<file path="src/shared/nfc_pkg.sv">
// constants, carriers and enumerations for the nfc frame codec core
// assumes one 50 MHz core clock; every pin is synchronised inside the core
package nfc_pkg;
    localparam int FIFO_DEPTH     = 512;
    localparam int PT_BYTES       = 48;
    localparam int TX_LEN_W       = 13;
    localparam int BIT_CYC        = 8;
    localparam int OSC_STABLE_CYC = 16;
    localparam int TX_BITS_PAR    = 9;
    localparam int TX_BITS_RAW    = 8;
    localparam logic [7:0]  CMD_FIFO_LOAD = 8'h80;
    localparam logic [7:0]  CMD_FIFO_READ = 8'hbf;
    localparam logic [15:0] CRC_INIT      = 16'hffff;
    localparam logic [15:0] CRC_POLY      = 16'h8408;
    localparam logic [15:0] CRC_RESIDUE   = 16'h0000;
    localparam logic        SOF_LVL       = 1'b1;
    localparam logic        EOF_LVL       = 1'b0;

    typedef enum logic [1:0] {
        NFC_NORMAL,
        NFC_STREAM,
        NFC_TRANSPARENT
    } nfc_mode_t;

    typedef enum logic [2:0] {
        TX_IDLE,
        TX_SOF,
        TX_LOAD,
        TX_BITS,
        TX_EOF
    } nfc_tx_state_t;

    typedef struct packed {
        logic                enable;
        logic                wake;
        nfc_mode_t           mode;
        logic [1:0]          clk_cfg;
        logic [TX_LEN_W-1:0] tx_len;
    } nfc_ctrl_t;

    typedef struct packed {
        logic osc_ok;
        logic i2c_en;
        logic bss_b;
        logic sclk;
        logic mosi;
        logic rx_clk;
        logic rx_data;
        logic rx_frame;
    } nfc_pins_t;
endpackage

</file>
<file path="src/nfc_frame_codec_fifo.sv">
// nfc framing core: tx encoder, rx decoder, shared fifo, target ram, spi port
// assumes control inputs come from logic on clock_i; pins are asynchronous
module nfc_frame_codec_fifo #(
    parameter int FIFO_DEPTH = nfc_pkg::FIFO_DEPTH,
    parameter int PT_BYTES   = nfc_pkg::PT_BYTES,
    parameter int BIT_CYC    = nfc_pkg::BIT_CYC
) (
    input  wire logic              clock_i,
    input  wire logic              rst_b_i,
    input  wire nfc_pkg::nfc_ctrl_t ctrl_i,
    input  wire logic              tx_start_i,
    input  wire logic              irq_clr_i,
    input  wire logic [15:0]       wut_period_i,
    input  wire logic              osc_ok_i,
    input  wire logic              i2c_en_i,
    input  wire logic              bss_b_i,
    input  wire logic              sclk_i,
    input  wire logic              mosi_i,
    input  wire logic              rx_clk_i,
    input  wire logic              rx_data_i,
    input  wire logic              rx_frame_i,
    input  wire logic              pt_we_i,
    input  wire logic [5:0]        pt_addr_i,
    input  wire logic [7:0]        pt_wdata_i,
    output logic                   miso_o,
    output logic                   miso_oe_b_o,
    output logic                   tx_mod_o,
    output logic                   irq_o,
    output logic                   mcu_clk_o,
    output logic                   meas_trig_o,
    output logic                   tx_busy_o,
    output logic [7:0]             pt_rdata_o
);
    localparam int AW = $clog2(FIFO_DEPTH);

    function automatic logic [15:0] crc_upd(input logic [15:0] c, input logic [7:0] d);
        logic [15:0] r;
        r = c;
        for (int i = 0; i < 8; i++)
        begin
            if (r[0] ^ d[i])
                r = (r >> 1) ^ nfc_pkg::CRC_POLY;
            else
                r = r >> 1;
        end
        return r;
    endfunction

    nfc_pkg::nfc_pins_t s1, s2, s3;
    always_ff @(posedge clock_i)
    begin
        s1 <= {osc_ok_i, i2c_en_i, bss_b_i, sclk_i, mosi_i, rx_clk_i, rx_data_i, rx_frame_i};
        s2 <= s1;
        s3 <= s2;
    end

    logic ready, normal, transp;
    assign ready  = ctrl_i.enable;
    assign normal = ctrl_i.mode == nfc_pkg::NFC_NORMAL;
    assign transp = ctrl_i.mode == nfc_pkg::NFC_TRANSPARENT;

    // shared fifo; direction follows whoever is filling it
    logic [7:0]  mem [FIFO_DEPTH];
    logic [AW:0] wptr, rptr, count;
    logic        empty, full, push, pop, host_push, host_pop, rx_push, tx_pop;
    logic [7:0]  push_data, fifo_q, spi_byte, rx_byte;
    assign count     = wptr - rptr;
    assign empty     = wptr == rptr;
    assign full      = count == (AW+1)'(FIFO_DEPTH);
    assign push      = (host_push | rx_push) & ~full & ready;
    assign pop       = (host_pop | tx_pop) & ~empty & ready;
    assign push_data = host_push ? spi_byte : rx_byte;
    assign fifo_q    = empty ? 8'h00 : mem[rptr[AW-1:0]];
    always_ff @(posedge clock_i)
    begin
        if (!rst_b_i)
        begin
            wptr <= '0;
            rptr <= '0;
        end
        else
        begin
            if (push)
            begin
                mem[wptr[AW-1:0]] <= push_data;
                wptr <= wptr + 1'b1;
            end
            if (pop)
                rptr <= rptr + 1'b1;
        end
    end

    // spi slave, mode 0, msb first; i2c engine lives outside this core
    logic       spi_on, sclk_rise, sclk_fall, first;
    logic [2:0] bitc;
    logic [7:0] ish, osr, cmd;
    assign spi_on    = ~s2.i2c_en & ~s2.bss_b;
    assign sclk_rise = spi_on & s2.sclk & ~s3.sclk;
    assign sclk_fall = spi_on & ~s2.sclk & s3.sclk;
    assign spi_byte  = {ish[6:0], s2.mosi};
    assign host_push = sclk_rise & (bitc == 3'd7) & ~first & (cmd == nfc_pkg::CMD_FIFO_LOAD);
    assign host_pop  = sclk_rise & (bitc == 3'd7)
                     & ((first ? spi_byte : cmd) == nfc_pkg::CMD_FIFO_READ);
    always_ff @(posedge clock_i)
    begin
        if (!rst_b_i || !spi_on)
        begin
            bitc  <= '0;
            first <= 1'b1;
            ish   <= '0;
            osr   <= '0;
            cmd   <= '0;
        end
        else if (sclk_rise)
        begin
            ish  <= spi_byte;
            bitc <= bitc + 3'd1;
            if (bitc == 3'd7 && first)
            begin
                cmd   <= spi_byte;
                first <= 1'b0;
            end
            if (host_pop)
                osr <= fifo_q;
        end
        else if (sclk_fall)
            osr <= {osr[6:0], 1'b0};
    end

    always_ff @(posedge clock_i)
    begin
        if (!rst_b_i)
        begin
            miso_o      <= 1'b0;
            miso_oe_b_o <= 1'b1;
        end
        else
        begin
            miso_oe_b_o <= ~((transp & ready) | spi_on);
            if (transp)
                miso_o <= s2.rx_data;
            else if (sclk_fall)
                miso_o <= osr[7];
        end
    end

    // transmit encoder
    nfc_pkg::nfc_tx_state_t tx_state;
    logic [7:0]  tcnt;
    logic [8:0]  tsh;
    logic [3:0]  tnb;
    logic [nfc_pkg::TX_LEN_W-1:0] left;
    logic [15:0] tcrc;
    logic [1:0]  cph;
    logic        tick;
    assign tick   = tcnt == 8'(BIT_CYC - 1);
    assign tx_pop = tx_state == nfc_pkg::TX_LOAD && left != '0 && !empty && ready;
    always_ff @(posedge clock_i)
    begin
        if (!rst_b_i)
        begin
            tx_state <= nfc_pkg::TX_IDLE;
            tcnt     <= '0;
            tsh      <= '0;
            tnb      <= '0;
            left     <= '0;
            tcrc     <= nfc_pkg::CRC_INIT;
            cph      <= '0;
            tx_mod_o <= 1'b0;
        end
        else
        begin
            tcnt <= (tick || tx_state inside {nfc_pkg::TX_IDLE, nfc_pkg::TX_LOAD})
                    ? 8'h00 : tcnt + 8'h01;
            unique case (tx_state)
                nfc_pkg::TX_IDLE:
                begin
                    tx_mod_o <= transp ? s2.mosi : 1'b0;
                    if (tx_start_i && ready && !transp)
                    begin
                        left     <= ctrl_i.tx_len;
                        tcrc     <= nfc_pkg::CRC_INIT;
                        cph      <= '0;
                        tx_state <= normal ? nfc_pkg::TX_SOF : nfc_pkg::TX_LOAD;
                    end
                end
                nfc_pkg::TX_SOF:
                begin
                    tx_mod_o <= nfc_pkg::SOF_LVL;
                    if (tick)
                        tx_state <= nfc_pkg::TX_LOAD;
                end
                nfc_pkg::TX_LOAD:
                begin
                    tx_mod_o <= 1'b0;
                    if (tx_pop)
                    begin
                        tsh      <= {~^fifo_q, fifo_q};
                        tnb      <= normal ? 4'(nfc_pkg::TX_BITS_PAR) : 4'(nfc_pkg::TX_BITS_RAW);
                        left     <= left - 1'b1;
                        tcrc     <= crc_upd(tcrc, fifo_q);
                        tx_state <= nfc_pkg::TX_BITS;
                    end
                    else if (left == '0 && normal && cph != 2'd2)
                    begin
                        tsh      <= cph == 2'd0 ? {~^tcrc[7:0], tcrc[7:0]}
                                                : {~^tcrc[15:8], tcrc[15:8]};
                        tnb      <= 4'(nfc_pkg::TX_BITS_PAR);
                        cph      <= cph + 2'd1;
                        tx_state <= nfc_pkg::TX_BITS;
                    end
                    else if (left == '0)
                        tx_state <= normal ? nfc_pkg::TX_EOF : nfc_pkg::TX_IDLE;
                end
                nfc_pkg::TX_BITS:
                begin
                    tx_mod_o <= tsh[0];
                    if (tick)
                    begin
                        tsh <= tsh >> 1;
                        tnb <= tnb - 4'd1;
                        if (tnb == 4'd1)
                            tx_state <= nfc_pkg::TX_LOAD;
                    end
                end
                nfc_pkg::TX_EOF:
                begin
                    tx_mod_o <= nfc_pkg::EOF_LVL;
                    if (tick)
                        tx_state <= nfc_pkg::TX_IDLE;
                end
            endcase
        end
    end

    always_ff @(posedge clock_i)
    begin
        if (!rst_b_i)
            tx_busy_o <= 1'b0;
        else
            tx_busy_o <= tx_state != nfc_pkg::TX_IDLE;
    end

    // receive decoder; link clock is sampled, never used as a clock
    logic        rx_on, rx_smp, rx_end, rx_done, par_err, crc_err, ovf;
    logic [8:0]  rsh, nsh;
    logic [3:0]  rcnt;
    logic [15:0] rcrc;
    assign rx_on   = ready & ~transp & (tx_state == nfc_pkg::TX_IDLE);
    assign rx_smp  = rx_on & s2.rx_clk & ~s3.rx_clk & s2.rx_frame;
    assign rx_end  = rx_on & ~s2.rx_frame & s3.rx_frame;
    assign nsh     = {s2.rx_data, rsh[8:1]};
    assign rx_done = rx_smp & (rcnt == (normal ? 4'(nfc_pkg::TX_BITS_PAR - 1)
                                                : 4'(nfc_pkg::TX_BITS_RAW - 1)));
    assign rx_byte = normal ? nsh[7:0] : nsh[8:1];
    assign rx_push = rx_done;
    assign par_err = rx_done & normal & ~(^nsh);
    assign crc_err = rx_end & normal & (rcrc != nfc_pkg::CRC_RESIDUE || rcnt != 4'd0);
    assign ovf     = rx_push & full;
    always_ff @(posedge clock_i)
    begin
        if (!rst_b_i || rx_end)
        begin
            rsh  <= '0;
            rcnt <= '0;
            rcrc <= nfc_pkg::CRC_INIT;
        end
        else if (rx_smp)
        begin
            rsh  <= nsh;
            rcnt <= rx_done ? 4'd0 : rcnt + 4'd1;
            if (rx_done && normal)
                rcrc <= crc_upd(rcrc, rx_byte);
        end
    end

    // oscillator watch and interrupt
    logic [7:0] osc_cnt;
    logic       osc_stable, osc_hit;
    assign osc_hit = ready & ~osc_stable & s2.osc_ok
                   & (osc_cnt == 8'(nfc_pkg::OSC_STABLE_CYC - 1));
    always_ff @(posedge clock_i)
    begin
        if (!rst_b_i || !ready)
        begin
            osc_cnt    <= '0;
            osc_stable <= 1'b0;
        end
        else if (!osc_stable)
        begin
            osc_cnt    <= s2.osc_ok ? osc_cnt + 8'h01 : 8'h00;
            osc_stable <= osc_hit;
        end
    end

    // set beats clear so an event in the clearing cycle survives
    always_ff @(posedge clock_i)
    begin
        if (!rst_b_i)
            irq_o <= 1'b0;
        else if (osc_hit || par_err || crc_err || ovf)
            irq_o <= 1'b1;
        else if (irq_clr_i)
            irq_o <= 1'b0;
    end

    // host clock: off until the oscillator settles, then /2, /4 or /8
    logic [2:0] div;
    always_ff @(posedge clock_i)
    begin
        if (!rst_b_i)
        begin
            div       <= '0;
            mcu_clk_o <= 1'b0;
        end
        else
        begin
            div       <= div + 3'd1;
            mcu_clk_o <= (ctrl_i.clk_cfg != 2'd0 && osc_stable)
                         ? div[ctrl_i.clk_cfg - 2'd1] : 1'b0;
        end
    end

    // wake-up timer, only in the low-power state
    logic [15:0] wcnt;
    always_ff @(posedge clock_i)
    begin
        if (!rst_b_i || !ctrl_i.wake || ready)
        begin
            wcnt        <= '0;
            meas_trig_o <= 1'b0;
        end
        else
        begin
            meas_trig_o <= wcnt >= wut_period_i;
            wcnt        <= (wcnt >= wut_period_i) ? 16'h0000 : wcnt + 16'h0001;
        end
    end

    // passive target ram, reachable only when enabled
    logic [7:0] pt_mem [PT_BYTES];
    logic       pt_ok;
    assign pt_ok = ready & (pt_addr_i < 6'(PT_BYTES));
    always_ff @(posedge clock_i)
    begin
        if (pt_ok && pt_we_i)
            pt_mem[pt_addr_i] <= pt_wdata_i;
    end
    always_ff @(posedge clock_i)
    begin
        if (!rst_b_i)
            pt_rdata_o <= '0;
        else
            pt_rdata_o <= pt_ok ? pt_mem[pt_addr_i] : 8'h00;
    end
endmodule

</file>
<file path="config.mk">
export PLATFORM = sky130hd
export DESIGN_NAME = nfc_frame_codec_fifo
export DESIGN_NICKNAME = d
export VERILOG_FILES = /design/src/shared/nfc_pkg.sv /design/src/nfc_frame_codec_fifo.sv
export SDC_FILE = /design/constraint.sdc
export NUM_CORES = 2
export LEC_CHECK = 0
export BUFFER_PORTS_ARGS = -buffer_cell sky130_fd_sc_hd__buf_2
export CAP_MARGIN = 10
export CELL_PAD_IN_SITES_DETAIL_PLACEMENT = 1
export CELL_PAD_IN_SITES_GLOBAL_PLACEMENT = 1
export CORE_MARGIN = 4
export CORE_UTILIZATION = 50
export CTS_CLUSTER_SIZE = 8
export DETAILED_ROUTE_END_ITERATION = 10
export HOLD_SLACK_MARGIN = 0.1
export PLACE_DENSITY_LB_ADDON = 0.12
export SLEW_MARGIN = 20
export SYNTH_ARGS = -nofsm -noshare
export SYNTH_HDL_FRONTEND = slang
export SYNTH_MEMORY_MAX_BITS = 65536
export SYNTH_SLANG_ARGS = --single-unit
</file>
<file path="constraint.sdc">
create_clock -name clock_i -period 22.8 [get_ports clock_i]
set_clock_uncertainty 0.15 [all_clocks]
set_input_delay 4.56 -clock clock_i [delete_from_list [all_inputs] [get_ports clock_i]]
set_output_delay 4.56 -clock clock_i [all_outputs]
set_load 0.05 [all_outputs]
</file>
==> summary.txt <==
Pwr
  • Sw frac: 20.4%
  • Total power: 18.3 mW
  • Leakage power: 60.0 nW
  • Clock share of power: 47.7%
  • Switching power: 3.73 mW
  • Combinational share of power: 1.2%
  • Peak supply drop: 98.9 uV
  • Int Power: 14.6 mW
  • Pwr Density: 88.0 mW/mm2
  • Reg power frac: 51.1%

GRT
  • Initial antenna violation count: 27
  • Number of global-route vias before repair: 100000
  • Total grt overflow: 0
  • Largest net degree at the start of global routing: 152
  • Total GRT Usage: 30.6%
  • First-pass GRT wire length: 814 mm

Worst setup path
  • CP max stage delay: 0.77 ns
  • Max FO, Critical Path: 41
  • Top cell by count, worst path: buf_4
  • CP Capture Type: flip-flop
  • WP data arrival: 10.15 ns
  • Setup CP Type: primary input to flip-flop
  • Worst Path Required: 23.31 ns
  • CP max stage cell: or3_1
  • Type of origin of the critical path: primary input
  • Cells along the critical path: buf_2, nand2b_1, nand3_1, or3_1, nor2_1, o2111ai_4, buf_4, buf_4, buf_4, buf_4, or3_1, nor2_1

Synthesis
  • Syn Nets: 9377
  • Synth top cells by count: 4480 x edfxtp_1, 1033 x mux4_2, 502 x nor2_1
  • Syn Area/Cell: 19.8 um2
  • Synth Instances: 9271
  • Yosys reg bits: 4681
  • Leading area contributor after synthesis: edfxtp_1
  • Post-synth EDFFs: 4480
  • Share of the synthesized area in the top cell type: 73.2%
  • Sequential share of the synthesized area: 75.4%
  • Post-synth cell types: 99
  • Async S/R FF share, synth: 0%
  • Netlist Area Pre-Place: 0.184 mm2
  • Most common cell in the netlist: edfxtp_1
  • Top_reg_cell synth: edfxtp_1
  • Ys Warns: 0
  • Synth area leaders: edfxtp_1 73%, mux4_2 13%, dfxtp_1 2.2%, mux2i_1 1.7%, nor2_1 1.0%

Route
  • DR vias/cell: 6.74
  • Drt wl/cell: 39.8 um
  • DR vias: 98500
  • Routed wire length: 582 mm
  • Initial drt markers: 13500
  • Post-DRT Antenna Nets: 0
  • # DRC: 0
  • Initial DRT Pass Iterations: 5

Floorplan
  • Chip height: 614 um
  • Chip Width: 614 um
  • Row cnt: 222
  • IO Pins: 77
  • Core area: 0.366 mm2
  • Initial Util: 50.2%
  • Die area: 0.377 mm2

CTS
  • Num CTS Buffers: 655
  • Clock transition at path regs: 0.05 ns
  • Post-CTS Hold Buffers: 0
  • Worst-Skew Late Latency: 1.04 ns
  • CTS max path bufs: 4
  • Post CTS Setup Buffer Count: 0
  • Post-CTS resize count: 0
  • CTS tree: yes
  • CTS Root Buffer Type: clkbuf_16
  • TritonCTS Sinks: 4681
  • CTS H-tree depth: 6

Final layout
  • Finished Layout Cells: 14600
  • Layout Nets: 9752
  • Layout cells sized above 1: 24.3%
  • Area Overhead vs Synth: 13.3%

Timing
  • Achievable Freq: 0.104 GHz
  • Fin Setup TNS: 0 ns
  • Final hold violation count: 0
  • Slew Limit Fails: 0
  • Fin crit share: 42.3%
  • RSZ-0062 raised after global routing: no
  • Final setup viols: 0
  • Final period demand of the worst path: 9.64 ns
  • Worst-Margin Slew: 1.29 ns
  • Slew margin rel.: 14.0%

Min path
  • Worst Hold Class: flip-flop to flip-flop

Placement
  • DP Wirelength: 363 mm
  • GPL Wtd Cong: 0.902
  • # port buffers: 76
  • Placed cells: 13800

Outcome
  • Status: finished, final reports clean

Run
  • Max_cap viols: 0
==> registers in the layout, indices dropped and copies added, names as in the netlist, 9 cells and up, named ones only <==
signal,count
wptr,10
mem,4096
rcrc,16
rptr,10
tsh,9
pt_mem,384
left,13
wcnt,16
tcrc,16
==> logic make-up (layout without fill, tap and decap cells) <==
logic type                 count (synthesis)  count (layout)  synth area share [%]
muxes                                   1372            1372                  14.5
and+or+nand+nor                         1476            1476                  3.75
DFF                                     4681            4681                  75.4
adders and majority gates                 44              44                 0.300
AOI/OAI and AO/OA                        930             930                  3.55
buffers and inverters                    649            1141                  1.85
other                                      0              24                     0
xor gates and xnor gates                 119             119                 0.607
==> layout by cell type, fill, tap and decap left out, drive strengths merged, types with 69 or more instances in the layout <==
master and n:
mux2i 310, a221oi 69, edfxtp 4480, a21oi 170
inv 82, o22ai 84, nand2 309, nor3 287
dfxtp 201, xnor2 81, nand3 92, mux4 1033
buf 307, clkbuf 727, a22oi 233, nor2 502
o21ai 74
==> per-stage QoR <==
step | utilization, % | hold slack [ns] | setup WS, ns | instance area (um2)
finish | 56.9 | 0.175 | 13.16 | 208000
global route | 56.9 | 0.186 | 12.99 | 208000
CTS | 56.7 | 0.177 | 13.54 | 207000
detailed placement | 51.8 | 0.166 | 12.50 | 189000
global placement | 51.7 | 0.160 | 12.71 | 189000
floorplan | - | 0.160 | 0.467 | 184000
==> routing by layer <==
layer / global-route usage, % / routed length (um)
met2: 46.8 / 270000
met3: 6.51 / 59000
met1: 43.3 / 227000
met4: 12.2 / 26100
met5: 0 / 42
==> final cells by class <==
class	count	area, um2
fillers	30800	158000
well taps	4816	6030
multi-input cells	3941	43100
diodes	24	60.1
flip-flops and latches	4681	139000
clock inverters	47	908
repair buffers	307	2320
inverters	60	233
clock buffers	727	16900
==> power by group through the flow <==
| stage | clock network (mW) | logic, mW | registers, mW |
|---|---|---|---|
| 6_report | 8.74 | 0.212 | 9.36 |
| 4_1_cts | 8.83 | 0.213 | 9.36 |
| 2_1_floorplan | 0 | 0.122 | 9.54 |
| 3_3_place_gp | 0 | 0.205 | 9.52 |
| 5_1_grt | 9.26 | 0.233 | 9.35 |
| 3_5_place_dp | 0 | 0.212 | 9.52 |
==> worst max-delay path, delay by kind of cell <==
kind                   cells  cell delay, ns
buffers and inverters      5            2.64
AOI/OAI and AO/OA          1            0.25
and+or+nand+nor            6            2.58
==> final timing paths <==
path              start         end  slack, ns  cells past startpoint
max          ctrl_i[15]  mem[61][1]      13.16                     12
min               s1[5]       s2[5]       0.18                      0
max reg2reg   flip-flop      tsh[8]      14.10                     18
min reg2reg       s1[5]       s2[5]       0.18                      0
No activity file was read; power rests on OpenSTA's default activity.
